<file path="src/hdl/agc_cfg.svh">
// Purpose: Shared constants for the gain-loop and front-end configuration bank.
// Assumes: 32-bit APB data, one register per aligned word, byte address = index * 4.
// Notes: Field positions are given as msb/lsb pairs so the logic can select them by name.
`ifndef AGC_CFG_SVH
`define AGC_CFG_SVH

`define AGC_ADDR_W 20
`define AGC_SAMPLE_W 8
`define AGC_DATA_W 32

// Register indices; the byte address is the index shifted left by two.
`define AGC_IDX_GOAL 16'hDF17
`define AGC_IDX_SENSE 16'hDF18
`define AGC_IDX_GAIN_LOOP 16'hDF19
`define AGC_IDX_RX_TRIM 16'hDF1A
`define AGC_IDX_TX_TRIM 16'hDF1B
`define AGC_IDX_STATUS 16'hDF30

`define AGC_RST_GOAL 3'h3
`define AGC_RST_SENSE 4'h0
`define AGC_RST_GAIN_LOOP 8'h91
`define AGC_RST_RX_TRIM 8'h56
`define AGC_RST_TX_TRIM 8'h10

// Writable bits of the transmit trim register; the rest read as zero.
`define AGC_TX_WMASK 8'h37

`define AGC_DZ_MSB 7
`define AGC_DZ_LSB 6
`define AGC_WAIT_MSB 5
`define AGC_WAIT_LSB 4
`define AGC_HOLD_MSB 3
`define AGC_HOLD_LSB 2
`define AGC_LEN_MSB 1
`define AGC_LEN_LSB 0

// Carrier sense is switched off by the most negative threshold code.
`define AGC_THR_DISABLE 4'h8

// Settling unit in samples and the log2 of the shortest averaging length.
`define AGC_SETTLE_UNIT 6'h08
`define AGC_AVG_BASE_SHIFT 3

// Dead zone margins in dB below and above the goal for each dead zone code.
`define AGC_DZ0_LO 8'h01
`define AGC_DZ0_HI 8'h01
`define AGC_DZ1_LO 8'h01
`define AGC_DZ1_HI 8'h02
`define AGC_DZ2_LO 8'h02
`define AGC_DZ2_HI 8'h04
`define AGC_DZ3_LO 8'h04
`define AGC_DZ3_HI 8'h08

// Amplitude goal in dB for each goal code.
`define AGC_GOAL_DB0 8'h18
`define AGC_GOAL_DB1 8'h1B
`define AGC_GOAL_DB2 8'h1E
`define AGC_GOAL_DB3 8'h21
`define AGC_GOAL_DB4 8'h24
`define AGC_GOAL_DB5 8'h26
`define AGC_GOAL_DB6 8'h28
`define AGC_GOAL_DB7 8'h2A

// Status register layout.
`define AGC_ST_AVG_MSB 7
`define AGC_ST_AVG_LSB 0
`define AGC_ST_SENSE 8
`define AGC_ST_SYNC_HOLD 9
`define AGC_ST_SETTLING 10

`endif

</file>
<file path="src/hdl/agc_pkg.sv">
// Purpose: Types shared by the gain-loop configuration bank and its helpers.
// Assumes: agc_cfg.svh supplies the sample width; the accumulator, counter, enum and trim field widths are fixed here.
// Notes: Holds types only; numbers live in the header.
`default_nettype none
`include "agc_cfg.svh"
package agc_pkg;

	typedef enum logic [1:0] {
		ST_ACCUM = 2'b01,
		ST_SETTLE = 2'b10
	} loop_state_t;

	typedef enum logic [1:0] {
		HOLD_NONE = 2'b00,
		HOLD_ON_SYNC = 2'b01,
		HOLD_ANALOG = 2'b10,
		HOLD_ALL = 2'b11
	} gain_hold_mode_t;

	typedef struct packed {
		logic valid;
		logic [`AGC_SAMPLE_W-1:0] value;
	} amp_sample_t;

	typedef struct packed {
		logic analog_step;
		logic analog_up;
		logic digital_step;
		logic digital_up;
	} gain_cmd_t;

	typedef struct packed {
		logic [1:0] input_amp_bias;
		logic [1:0] amp_to_mixer_bias;
		logic [1:0] rx_oscillator_buffer_bias;
		logic [1:0] mixer_bias;
		logic [1:0] tx_oscillator_buffer_bias;
	} fe_trim_t;

	typedef struct packed {
		logic [13:0] acc;
		logic [6:0] cnt;
		logic vld;
		logic [`AGC_SAMPLE_W-1:0] avg;
	} avg_state_t;

endpackage
`default_nettype wire

</file>
<file path="src/hdl/agc_frontend_config_regs.sv">
// Purpose: APB register bank and gain-loop decision logic for the receiver gain control.
// Assumes: Amplitude samples and sync indication come from logic on i_ref_clk, in 1 dB units.
// Notes: The gain step outputs are one-cycle pulses; analog circuitry acts on them outside.
//
// Our own choice: register access over APB.
`default_nettype none
`include "agc_cfg.svh"
module agc_frontend_config_regs
	import agc_pkg::*;
#(
	parameter int SAMPLE_W = `AGC_SAMPLE_W
) (
	input wire logic i_ref_clk,
	input wire logic i_rst,
	input wire logic i_psel,
	input wire logic i_penable,
	input wire logic i_pwrite,
	input wire logic [`AGC_ADDR_W-1:0] i_paddr,
	input wire logic [`AGC_DATA_W-1:0] i_pwdata,
	output logic [`AGC_DATA_W-1:0] o_prdata,
	output logic o_pready,
	output logic o_pslverr,
	input wire amp_sample_t i_amp,
	input wire logic i_sync_found,
	input wire logic i_rx_restart,
	output gain_cmd_t o_gain_cmd,
	output logic o_carrier_sense,
	output fe_trim_t o_trim
);

	if (SAMPLE_W != `AGC_SAMPLE_W) begin : g_bad_width
		$error("SAMPLE_W must match the dB sample width of the goal table");
	end

	typedef struct packed {
		logic [2:0] goal;
		logic [3:0] sense_thr;
		logic [7:0] gain_loop;
		logic [7:0] rx_trim;
		logic [7:0] tx_trim;
		logic pready;
		logic pslverr;
		logic [`AGC_DATA_W-1:0] prdata;
		loop_state_t state;
		logic [5:0] settle_cnt;
		logic sync_hold;
		logic sense;
		logic [SAMPLE_W-1:0] last_avg;
		gain_cmd_t cmd;
	} top_state_t;

	top_state_t s_r, s_nxt;

	logic [5:0] sel;
	logic hit;
	logic avg_valid;
	logic [SAMPLE_W-1:0] avg;

	// Dead zone margin for a code; the upper margin is the wider one in the asymmetric codes.
	function automatic logic [7:0] dz_margin(input logic [1:0] code, input logic upper);
		logic [7:0] m;
		m = '0;
		case (code)
			2'b00: m = upper ? `AGC_DZ0_HI : `AGC_DZ0_LO;
			2'b01: m = upper ? `AGC_DZ1_HI : `AGC_DZ1_LO;
			2'b10: m = upper ? `AGC_DZ2_HI : `AGC_DZ2_LO;
			2'b11: m = upper ? `AGC_DZ3_HI : `AGC_DZ3_LO;
			default: m = '0;
		endcase
		return m;
	endfunction

	function automatic logic [7:0] goal_db(input logic [2:0] code);
		logic [7:0] d;
		d = '0;
		case (code)
			3'h0: d = `AGC_GOAL_DB0;
			3'h1: d = `AGC_GOAL_DB1;
			3'h2: d = `AGC_GOAL_DB2;
			3'h3: d = `AGC_GOAL_DB3;
			3'h4: d = `AGC_GOAL_DB4;
			3'h5: d = `AGC_GOAL_DB5;
			3'h6: d = `AGC_GOAL_DB6;
			3'h7: d = `AGC_GOAL_DB7;
			default: d = '0;
		endcase
		return d;
	endfunction

	agc_reg_decode u_decode (
		.i_paddr(i_paddr),
		.o_sel(sel),
		.o_hit(hit)
	);

	// The averager is held clear while settling so no stale samples enter the next block.
	amp_averager u_avg (
		.i_ref_clk(i_ref_clk),
		.i_rst(i_rst),
		.i_clear(s_r.state != ST_ACCUM),
		.i_len(s_r.gain_loop[`AGC_LEN_MSB:`AGC_LEN_LSB]),
		.i_amp(i_amp),
		.o_avg_valid(avg_valid),
		.o_avg(avg)
	);

	logic [`AGC_DATA_W-1:0] rd_data;
	logic [1:0] dz_code;
	logic [1:0] wait_code;
	gain_hold_mode_t hold_mode;
	logic [9:0] goal_s;
	logic [9:0] thr_s;
	logic [9:0] avg_s;
	logic [9:0] upper_s;
	logic [9:0] lower_s;
	logic [5:0] settle_last;
	logic analog_free;
	logic digital_free;
	logic too_high;
	logic too_low;
	logic wr_access;

	always_comb begin
		dz_code = s_r.gain_loop[`AGC_DZ_MSB:`AGC_DZ_LSB];
		wait_code = s_r.gain_loop[`AGC_WAIT_MSB:`AGC_WAIT_LSB];
		hold_mode = gain_hold_mode_t'(s_r.gain_loop[`AGC_HOLD_MSB:`AGC_HOLD_LSB]);
		goal_s = {2'b00, goal_db(s_r.goal)};
		thr_s = goal_s + {{6{s_r.sense_thr[3]}}, s_r.sense_thr};
		avg_s = {{(10 - SAMPLE_W){1'b0}}, avg};
		upper_s = goal_s + {2'b00, dz_margin(dz_code, 1'b1)};
		lower_s = goal_s - {2'b00, dz_margin(dz_code, 1'b0)};
		settle_last = 6'(`AGC_SETTLE_UNIT * ({4'h0, wait_code} + 6'h01) - 6'h01);
		too_high = $signed(avg_s) > $signed(upper_s);
		too_low = $signed(avg_s) < $signed(lower_s);
		analog_free = 1'b0;
		digital_free = 1'b0;
		case (hold_mode)
			HOLD_NONE: begin
				analog_free = 1'b1;
				digital_free = 1'b1;
			end
			HOLD_ON_SYNC: begin
				analog_free = !s_r.sync_hold;
				digital_free = !s_r.sync_hold;
			end
			HOLD_ANALOG: begin
				analog_free = 1'b0;
				digital_free = 1'b1;
			end
			HOLD_ALL: begin
				analog_free = 1'b0;
				digital_free = 1'b0;
			end
			default: begin
				analog_free = 1'b0;
				digital_free = 1'b0;
			end
		endcase

		rd_data = '0;
		case (1'b1)
			sel[0]: rd_data[2:0] = s_r.goal;
			sel[1]: rd_data[3:0] = s_r.sense_thr;
			sel[2]: rd_data[7:0] = s_r.gain_loop;
			sel[3]: rd_data[7:0] = s_r.rx_trim;
			sel[4]: rd_data[7:0] = s_r.tx_trim & `AGC_TX_WMASK;
			sel[5]: begin
				rd_data[`AGC_ST_AVG_MSB:`AGC_ST_AVG_LSB] = s_r.last_avg;
				rd_data[`AGC_ST_SENSE] = s_r.sense;
				rd_data[`AGC_ST_SYNC_HOLD] = s_r.sync_hold;
				rd_data[`AGC_ST_SETTLING] = (s_r.state == ST_SETTLE);
			end
			default: rd_data = '0;
		endcase

		s_nxt = s_r;
		s_nxt.pready = 1'b0;
		s_nxt.pslverr = 1'b0;
		s_nxt.cmd = '0;
		// Read data stands only with pready, so a stale word never sits on the bus between transfers.
		s_nxt.prdata = '0;

		// The answer is prepared in the setup cycle so pready stands in the first access cycle.
		if (i_psel && !i_penable) begin
			s_nxt.pready = 1'b1;
			s_nxt.pslverr = !hit;
			s_nxt.prdata = (hit && !i_pwrite) ? rd_data : '0;
		end

		wr_access = i_psel && i_penable && s_r.pready && i_pwrite && !s_r.pslverr;
		if (wr_access) begin
			if (sel[0]) begin
				s_nxt.goal = i_pwdata[2:0];
			end
			if (sel[1]) begin
				s_nxt.sense_thr = i_pwdata[3:0];
			end
			if (sel[2]) begin
				s_nxt.gain_loop = i_pwdata[7:0];
			end
			if (sel[3]) begin
				s_nxt.rx_trim = i_pwdata[7:0];
			end
			if (sel[4]) begin
				// Bits outside AGC_TX_WMASK are stored as zero, whatever software writes to them.
				s_nxt.tx_trim = i_pwdata[7:0] & `AGC_TX_WMASK;
			end
		end

		// A sync word in the cycle of a restart still freezes the gain.
		if (i_rx_restart) begin
			s_nxt.sync_hold = 1'b0;
		end
		if (i_sync_found && hold_mode == HOLD_ON_SYNC) begin
			s_nxt.sync_hold = 1'b1;
		end

		case (s_r.state)
			ST_ACCUM: begin
				if (avg_valid) begin
					s_nxt.last_avg = avg;
					s_nxt.sense = (s_r.sense_thr != `AGC_THR_DISABLE) &&
						($signed(avg_s) >= $signed(thr_s));
					if (too_high || too_low) begin
						if (analog_free) begin
							s_nxt.cmd.analog_step = 1'b1;
							s_nxt.cmd.analog_up = too_low;
						end else if (digital_free) begin
							s_nxt.cmd.digital_step = 1'b1;
							s_nxt.cmd.digital_up = too_low;
						end
						if (analog_free || digital_free) begin
							s_nxt.state = ST_SETTLE;
							s_nxt.settle_cnt = '0;
						end
					end
				end
			end
			ST_SETTLE: begin
				if (i_amp.valid) begin
					if (s_r.settle_cnt >= settle_last) begin
						s_nxt.state = ST_ACCUM;
						s_nxt.settle_cnt = '0;
					end else begin
						s_nxt.settle_cnt = s_r.settle_cnt + 6'h01;
					end
				end
			end
			default: begin
				s_nxt.state = ST_ACCUM;
				s_nxt.settle_cnt = '0;
			end
		endcase
	end

	always_ff @(posedge i_ref_clk) begin
		if (i_rst) begin
			s_r <= '0;
			s_r.goal <= `AGC_RST_GOAL;
			s_r.sense_thr <= `AGC_RST_SENSE;
			s_r.gain_loop <= `AGC_RST_GAIN_LOOP;
			s_r.rx_trim <= `AGC_RST_RX_TRIM;
			s_r.tx_trim <= `AGC_RST_TX_TRIM;
			s_r.state <= ST_ACCUM;
		end else begin
			s_r <= s_nxt;
		end
	end

	assign o_prdata = s_r.prdata;
	assign o_pready = s_r.pready;
	assign o_pslverr = s_r.pslverr;
	assign o_gain_cmd = s_r.cmd;
	assign o_carrier_sense = s_r.sense;
	assign o_trim.input_amp_bias = s_r.rx_trim[7:6];
	assign o_trim.amp_to_mixer_bias = s_r.rx_trim[5:4];
	assign o_trim.rx_oscillator_buffer_bias = s_r.rx_trim[3:2];
	assign o_trim.mixer_bias = s_r.rx_trim[1:0];
	assign o_trim.tx_oscillator_buffer_bias = s_r.tx_trim[5:4];
endmodule // agc_frontend_config_regs
`default_nettype wire

</file>
<file path="src/hdl/agc_reg_decode.sv">
// Purpose: Maps an APB byte address onto the register select lines.
// Assumes: Registers sit on aligned words; the low two address bits must be zero.
// Notes: Purely combinational; the caller registers whatever it derives.
`default_nettype none
`include "agc_cfg.svh"
module agc_reg_decode (
	input wire logic [`AGC_ADDR_W-1:0] i_paddr,
	output logic [5:0] o_sel,
	output logic o_hit
);
	localparam logic [15:0] IDX [6] = '{`AGC_IDX_GOAL, `AGC_IDX_SENSE, `AGC_IDX_GAIN_LOOP,
		`AGC_IDX_RX_TRIM, `AGC_IDX_TX_TRIM, `AGC_IDX_STATUS};

	for (genvar g = 0; g < 6; g++) begin : g_sel
		assign o_sel[g] = (i_paddr == {2'b00, IDX[g], 2'b00});
	end

	assign o_hit = |o_sel;
endmodule // agc_reg_decode
`default_nettype wire

</file>
<file path="src/hdl/amp_averager.sv">
// Purpose: Averages channel-filter amplitude samples over 8, 16, 32 or 64 samples.
// Assumes: Samples arrive from logic on the same clock.
// Notes: A clear drops the partial sum, so a block never mixes samples from before a gain step.
`default_nettype none
`include "agc_cfg.svh"
module amp_averager
	import agc_pkg::*;
(
	input wire logic i_ref_clk,
	input wire logic i_rst,
	input wire logic i_clear,
	input wire logic [1:0] i_len,
	input wire amp_sample_t i_amp,
	output logic o_avg_valid,
	output logic [`AGC_SAMPLE_W-1:0] o_avg
);
	avg_state_t s_r, s_nxt;
	logic [6:0] last_cnt;
	logic [13:0] sum;

	always_comb begin
		s_nxt = s_r;
		s_nxt.vld = 1'b0;
		last_cnt = 7'((7'h01 << (`AGC_AVG_BASE_SHIFT + 32'(i_len))) - 7'h01);
		sum = s_r.acc + 14'(i_amp.value);
		if (i_clear) begin
			s_nxt.acc = '0;
			s_nxt.cnt = '0;
		end else if (i_amp.valid) begin
			if (s_r.cnt == last_cnt) begin
				s_nxt.avg = `AGC_SAMPLE_W'(sum >> (`AGC_AVG_BASE_SHIFT + 32'(i_len)));
				s_nxt.vld = 1'b1;
				s_nxt.acc = '0;
				s_nxt.cnt = '0;
			end else begin
				s_nxt.acc = sum;
				s_nxt.cnt = s_r.cnt + 7'h01;
			end
		end
	end

	always_ff @(posedge i_ref_clk) begin
		if (i_rst) begin
			s_r <= '0;
		end else begin
			s_r <= s_nxt;
		end
	end

	assign o_avg_valid = s_r.vld;
	assign o_avg = s_r.avg;
endmodule // amp_averager
`default_nettype wire

</file>
<file path="config.mk">
export PLATFORM = sky130hd
export DESIGN_NAME = agc_frontend_config_regs
export DESIGN_NICKNAME = d
export VERILOG_FILES = /design/src/hdl/agc_pkg.sv /design/src/hdl/agc_frontend_config_regs.sv /design/src/hdl/agc_reg_decode.sv /design/src/hdl/amp_averager.sv
export VERILOG_INCLUDE_DIRS = /design/src /design/src/hdl
export SDC_FILE = /design/constraint.sdc
export NUM_CORES = 1
export LEC_CHECK = 0
export CAP_MARGIN = 0
export CELL_PAD_IN_SITES_DETAIL_PLACEMENT = 2
export CELL_PAD_IN_SITES_GLOBAL_PLACEMENT = 2
export CORE_UTILIZATION = 38
export DETAILED_ROUTE_END_ITERATION = 16
export DONT_BUFFER_PORTS = 1
export PLACE_DENSITY = 0.8
export SYNTH_ARGS = -nofsm -noshare
export SYNTH_HDL_FRONTEND = slang
export SYNTH_SLANG_ARGS = --single-unit
</file>
<file path="constraint.sdc">
create_clock -name i_ref_clk -period 4.2 [get_ports i_ref_clk]
set_input_delay 1.05 -clock i_ref_clk [delete_from_list [all_inputs] [get_ports i_ref_clk]]
set_output_delay 1.05 -clock i_ref_clk [all_outputs]
set_load 0.02 [all_outputs]
</file>
; Word-level counts from Yosys, hierarchy flattened
; Memory sizes are Yosys's and may differ from the RTL's. A register that Yosys moved wholly into a read port is not among the register bits.
; Cells that the tools add are included.
[totals]
reg_bits = 114
latchBits = 0
mem_bits_rw = 0
mem_bits_ro = 48
input_bits = 68
output_inout_bits = 49
elab_cells = 161
mem_count = 1
[memory_table]
columns = name, words, word_bits, rd, rd_ports_with_merged_regs, wr, line_no
row1 = (no name shown), 8, 6, 1, 1, 0, agc_frontend_config_regs.sv:76  ; case (code)
[classes]
add_sub_neg = 10
mul = 0
div = 0
n_lt_le_gt_ge = 4
eq_ne = 22
shifts = 2
mux = 45
bitwise_logic = 10
reduce_logical = 42
[op_table]
columns = operator, n
row1 = $eq 20x18->1 const B, 6
row2 = $mux 3, 14
row3 = $mux 34, 1
row4 = $mux 8, 4
row5 = $pmux 8 s4, 1
row6 = $shr 14x32->8, 1
row7 = $mux 4, 6
row8 = $pmux 8 s3, 1
row9 = $mux 21, 1
row10 = $pmux 8 s2, 1
row11 = $reduce_or 5->1, 3
row12 = $add 14x8->14, 1
row13 = $reduce_and 2->1, 6
row14 = $reduce_or 6->1, 2
row15 = $mux 11, 1
row16 = $add 9x4->10, 1
row17 = $eq 2x2->1 const B, 5
row18 = $ge 9x10->1, 1
row19 = $not 1->1, 10
row20 = $reduce_or 2->1, 5
row21 = $add 8x8->9, 1
row22 = $gt 8x9->1, 1
row23 = $lt 9x9->1, 1
row24 = $mux 9, 1
row25 = other kinds (29), 60

; Longest topological paths before layout
[depth]
depth_word = 9
depth_mapped = 17
mapped_depth_nobuf = 17

; Modules after synthesis
; A second synthesis with hierarchy kept.
[unflattened]
cells_unflattened = 857
hier_area_um2 = 6977.9
[modules_own_cells]
columns = mod, n_inst, cells_per_inst, area_per_inst_um2, seq_area_each_um2
row1 = agc_frontend_config_regs, 1, 532, 4380.5, 1381.3
row2 = amp_averager, 1, 306, 2443.6, 600.6
row3 = agc_reg_decode, 1, 19, 153.9, 0.0

; Least setup slack after synthesis
; No wires, ideal clock.
[synth_timing]
path_type = input port to flip-flop
from = input i_amp[4] in the netlist's numbering
to = register u_avg.s_r, in the netlist u_avg.o_avg[6]
setup_ps = 60
arrival_ps = 3105
required_time_ps = 4140
path_slack_ps = 1035
path_stages = 8
path_buffers = 0
cell_sequence = ha_1 -> o211a_1 -> a211oi_1 -> a211oi_2 -> o21ai_1 -> mux2_1 -> a2111oi_1 -> a221o_1
[synth_via]
elab_chain_cells = 2
[synth_lines]
columns = item, line_no
row1 = "start, declared", agc_frontend_config_regs.sv:23  ; input wire amp_sample_t i_amp,
row2 = $add 14x8->14, amp_averager.sv:25  ; sum = s_r.acc + 14'(i_amp.value);
row3 = $shr 14x32->8, amp_averager.sv:31  ; s_nxt.avg = `AGC_SAMPLE_W'(sum >> (`AGC_AVG_BASE_SHIFT + 32'(i_len)));
row4 = "end signal, assigned", amp_averager.sv:46  ; s_r <= s_nxt;
row5 = "end, declared", amp_averager.sv:17  ; avg_state_t s_r, s_nxt;
; Every way passes these cells.
; A chain may end at the register's enable or synchronous reset.

; Final worst setup path
[layout_timing]
from = register s_r, in the netlist dz_code[1]
to = register s_r[18] in the netlist's numbering
[layout_via]
elab_chain_cells = 8
elab_cells_between_ends = 14
classes_between = add/sub (2) / order compare (2) / eq/ne (4) / mux (2) / reduce/logical (4)
[layout_lines]
columns = item, line_no
row1 = "start, declared", agc_frontend_config_regs.sv:52  ; top_state_t s_r, s_nxt;
row2 = "start signal, assigned", agc_frontend_config_regs.sv:266  ; s_r <= s_nxt;
row3 = $eq 2x1->1 or $logic_not 2->1 (tied branches), agc_frontend_config_regs.sv:63  ; case (code)
row4 = $reduce_or 2->1 (no line), n/a
row5 = $pmux 8 s3, agc_frontend_config_regs.sv:63
row6 = $sub 8x8->9, agc_frontend_config_regs.sv:131  ; lower_s = goal_s - {2'b00, dz_margin(dz_code, 1'b0)};
row7 = $lt 9x9->1, agc_frontend_config_regs.sv:134  ; too_low = $signed(avg_s) < $signed(lower_s);
row8 = $logic_or 1x1->1 (*), agc_frontend_config_regs.sv:224  ; if (too_high || too_low) begin
row9 = $ne 2x2->1 (no line) (*), n/a
row10 = $reduce_and 4->1 (no line) (*), n/a
; Mark *: on every way between the ends. The rest lies on a longest branch, timed or not. The select of a mux whose other input is x is not followed.

==> impl_results.md <==
* Fmax at 267 MHz
* Distinct cells, synth at 72
* TritonCTS Sinks at 99
* Num ports at roughly 120
* DRC viols at 0
* Critical-path cell list: inv_1 > ha_1 > inv_1 > fa_1 > a21oi_1 > nor2b_1 > xnor2_1 > ha_1 > a21o_1 > a21oi_1 > o211ai_1 > nand4bb_1 > nand2_1 > or4_1 > a21oi_1
* CTS tree: built
* HP Class: flip-flop to flip-flop
* Crit Path Category: flip-flop to flip-flop
* Period utilization at 89.0%
* Share of cells above drive strength 1 at 6.52%
* Final setup violation count at 0
* Layout area overhead at 4.32%
* CP peak stage delay at between 0.5 and 0.6 ns
* VDD IR max at 244 µV
* H-tree depth at 3
* Largest net degree at the start of global routing at 41
* GPL Wtd Cong at 0.809
* Crit Path Max Fanout at 6
* Worst-Margin Slew at 0.893 ns
* Initial DRC count at about 180
* GR Overflow Total at 0
* CP required at ~4.5 ns
* Synth Register Bits at 99
* Primary FF master, synth: dfxtp_1
* Initial antenna violation count at 0
* Synth Instances at around 730
* Fin. max-slew vios at 0
* Dpl cells at 906
* Total power at about 2.4 mW
* Starting Density at roughly 39%
* Arr. time, crit path at 4.03 ns
* CTS buffer count at 9
* Die extent in x at 130 µm
* Setup Skew at 0.00912 ns
* Clock root cell: clkbuf_16
* Placement row count at 46
* Post-synth EDFFs at 0
* CTS clk-pin slew, worst paths at 0.07 ns
* Slew headroom at 40.3%
* Max Cap Violations at 0
* Die Y at 130 µm
* Vias in the first global route at 5,676
* NumNets Final at 827
* Wire per inst at 19.7 µm
* Post-CTS sizing at 0
* Post-Syn Area at 6220 µm²
* Die Area at 16,900 µm²
* Fin Setup TNS at 0 ns
* RSZ-0062 raised after global routing: false
* Sequential share of the synthesized area at 31.9%
* Worst hold margin at 0.462 ns
* Pre-CTS setup slack at 0.486 ns
* IO Port Bufs at 0
* First-pass GRT wire length at roughly 29,000 µm
* Drt total wl at 18,200 µm
* Setup bufs post-CTS at 0
* Synth Warn # at 0
* Overall Global Routing Usage at 22.8%
* Syn Area/Cell at roughly 8.5 µm²
* Detail Route Antenna Nets at 0
* Most common cell after layout, fill and taps aside: dfxtp_1
* Largest delay share family, worst path: simple AND/OR/NAND/NOR gates
* Detailed Routing Iterations Pass 1 at 4
* Std-Cell Core Area at 15,900 µm²
* FFs w/ async S/R, synth at 0%
* N_diodes at 0
* Power density over the cells at 363 nW/µm²
* Startpoint types: flip-flop
* Buffers & Inverters on Critical Path at 2
* Status: finished, final reports clean
* Hold Buf Count CTS at 0
* Clock Latency Late Sink at 0.36 ns
* Critical path's most frequent cell: a21oi_1
* Fin. Hold Viols at 0
* Filler-free cell count of the finished design at 922
* Vias per inst at 5.63
* Crit-path slowest cell: or4_1
* Post-layout min period at ~3.7 ns
* Critical Path End Type: flip-flop
* Bufs on Longest Clock Path at 2
* Detailed placement HPWL at 13,900 µm
* Most frequent cells in the layout: dfxtp_1, nand2_1, a21oi_1
* P_leak at 2.74 nW
* Setup WS post-layout at 0.461 ns
* Via count at 5,192
## metal layers
metal	up-vias	GRT usage, %	part of all wire (%)
li1	2474	-	-
met3	17	3.65	2.8
met5	-	0	0
met1	2608	26.8	43
met4	0	6.50	1.5
met2	93	42.6	53
## worst reg2reg max path: stages, from the launching register on
cell and delay [ns]:
dfxtp_1 0.38, inv_1 0.12, ha_1 0.14, inv_1 0.06, fa_1 0.40, a21oi_1 0.31
nor2b_1 0.22, xnor2_1 0.14, ha_1 0.28, a21o_1 0.19, a21oi_1 0.18, o211ai_1 0.18
nand4bb_1 0.21, nand2_1 0.19, or4_1 0.51, a21oi_1 0.13
## state kept, by name, indices dropped and copies added (netlist names)
name,flops
o_pready,1
goal_s,6
u_avg.o_avg,8
o_trim,10
s_r,31
u_avg.s_r,21
o_prdata,11
dz_code,2
o_pslverr,1
o_gain_cmd,4
o_carrier_sense,1
hold_mode,2
u_avg.o_avg_valid,1
## cell usage after synthesis, types with 4 or more instances
cell type,n,area share [%]
nand2_1,87,5.2
nand3_1,44,3.5
and2_1,6,0.60
nand4_1,7,0.70
nand3b_1,5,0.60
a32o_1,4,0.64
and3_1,10,1.0
a22o_1,4,0.56
xnor2_1,17,2.4
mux4_2,5,1.8
o21ai_1,4,0.32
o21a_1,8,0.97
buf_4,46,5.6
inv_1,30,1.8
fa_1,4,1.3
dfxtp_1,99,32
buf_2,4,0.32
nand2b_1,8,0.80
xor2_1,13,1.8
mux2i_1,11,1.8
a211oi_1,5,0.60
nor3_1,16,1.3
a21oi_1,62,5.0
a21o_1,13,1.6
nor2_1,47,2.8
o21ai_0,17,1.4
ha_1,54,11
nor2b_1,14,1.4
clkbuf_1,18,1.1
## stage by stage
stage	utilization (%)	cell area [µm²]
global route	40.7	6490
floorplan	-	6300
detailed placement	38.8	6180
finish	40.7	6490
global placement	38.8	6180
CTS	40.7	6490
## worst paths after layout
path | start | end | slack (ns) | depth (start not counted)
min | s_r[10] | s_r[10] | 0.46 | 2
max | dz_code[1] | s_r[18] | 0.46 | 15
min reg2reg | s_r[10] | s_r[10] | 0.46 | 2
max reg2reg | dz_code[1] | s_r[18] | 0.46 | 15
## cells by family (layout without fill, tap and decap cells)
group / after synthesis / in the layout / synth area share (%)
AND/OR/NAND/NOR: 263 / 263 / 20.9
multiplexers: 21 / 21 / 4.49
other: 1 / 21 / 0.0603
buffers and inverters: 103 / 55 / 9.07
flip-flops: 99 / 99 / 31.9
XOR/XNOR: 30 / 30 / 4.22
adder cells (fa/ha/maj): 58 / 58 / 12.1
AO/OA/AOI/OAI: 159 / 159 / 17.3
## where the power goes
group	internal [mW]	switching, mW
sequential	0.971	0.0260
clock	0.485	0.397
combinational	0.175	0.301
total	1.63	0.723
## final cells by class
type                            count  area [µm²]
Fill cell                        1815        9450
Multi-Input combinational cell    552        3760
Inverter                           33         124
Timing Repair Buffer                6        45.0
Sequential cell                    99        1980
Clock inverter                      6        71.3
Clock buffer                       10         239
Tap cell                          216         270
No activity file was read; power rests on OpenSTA's default activity.
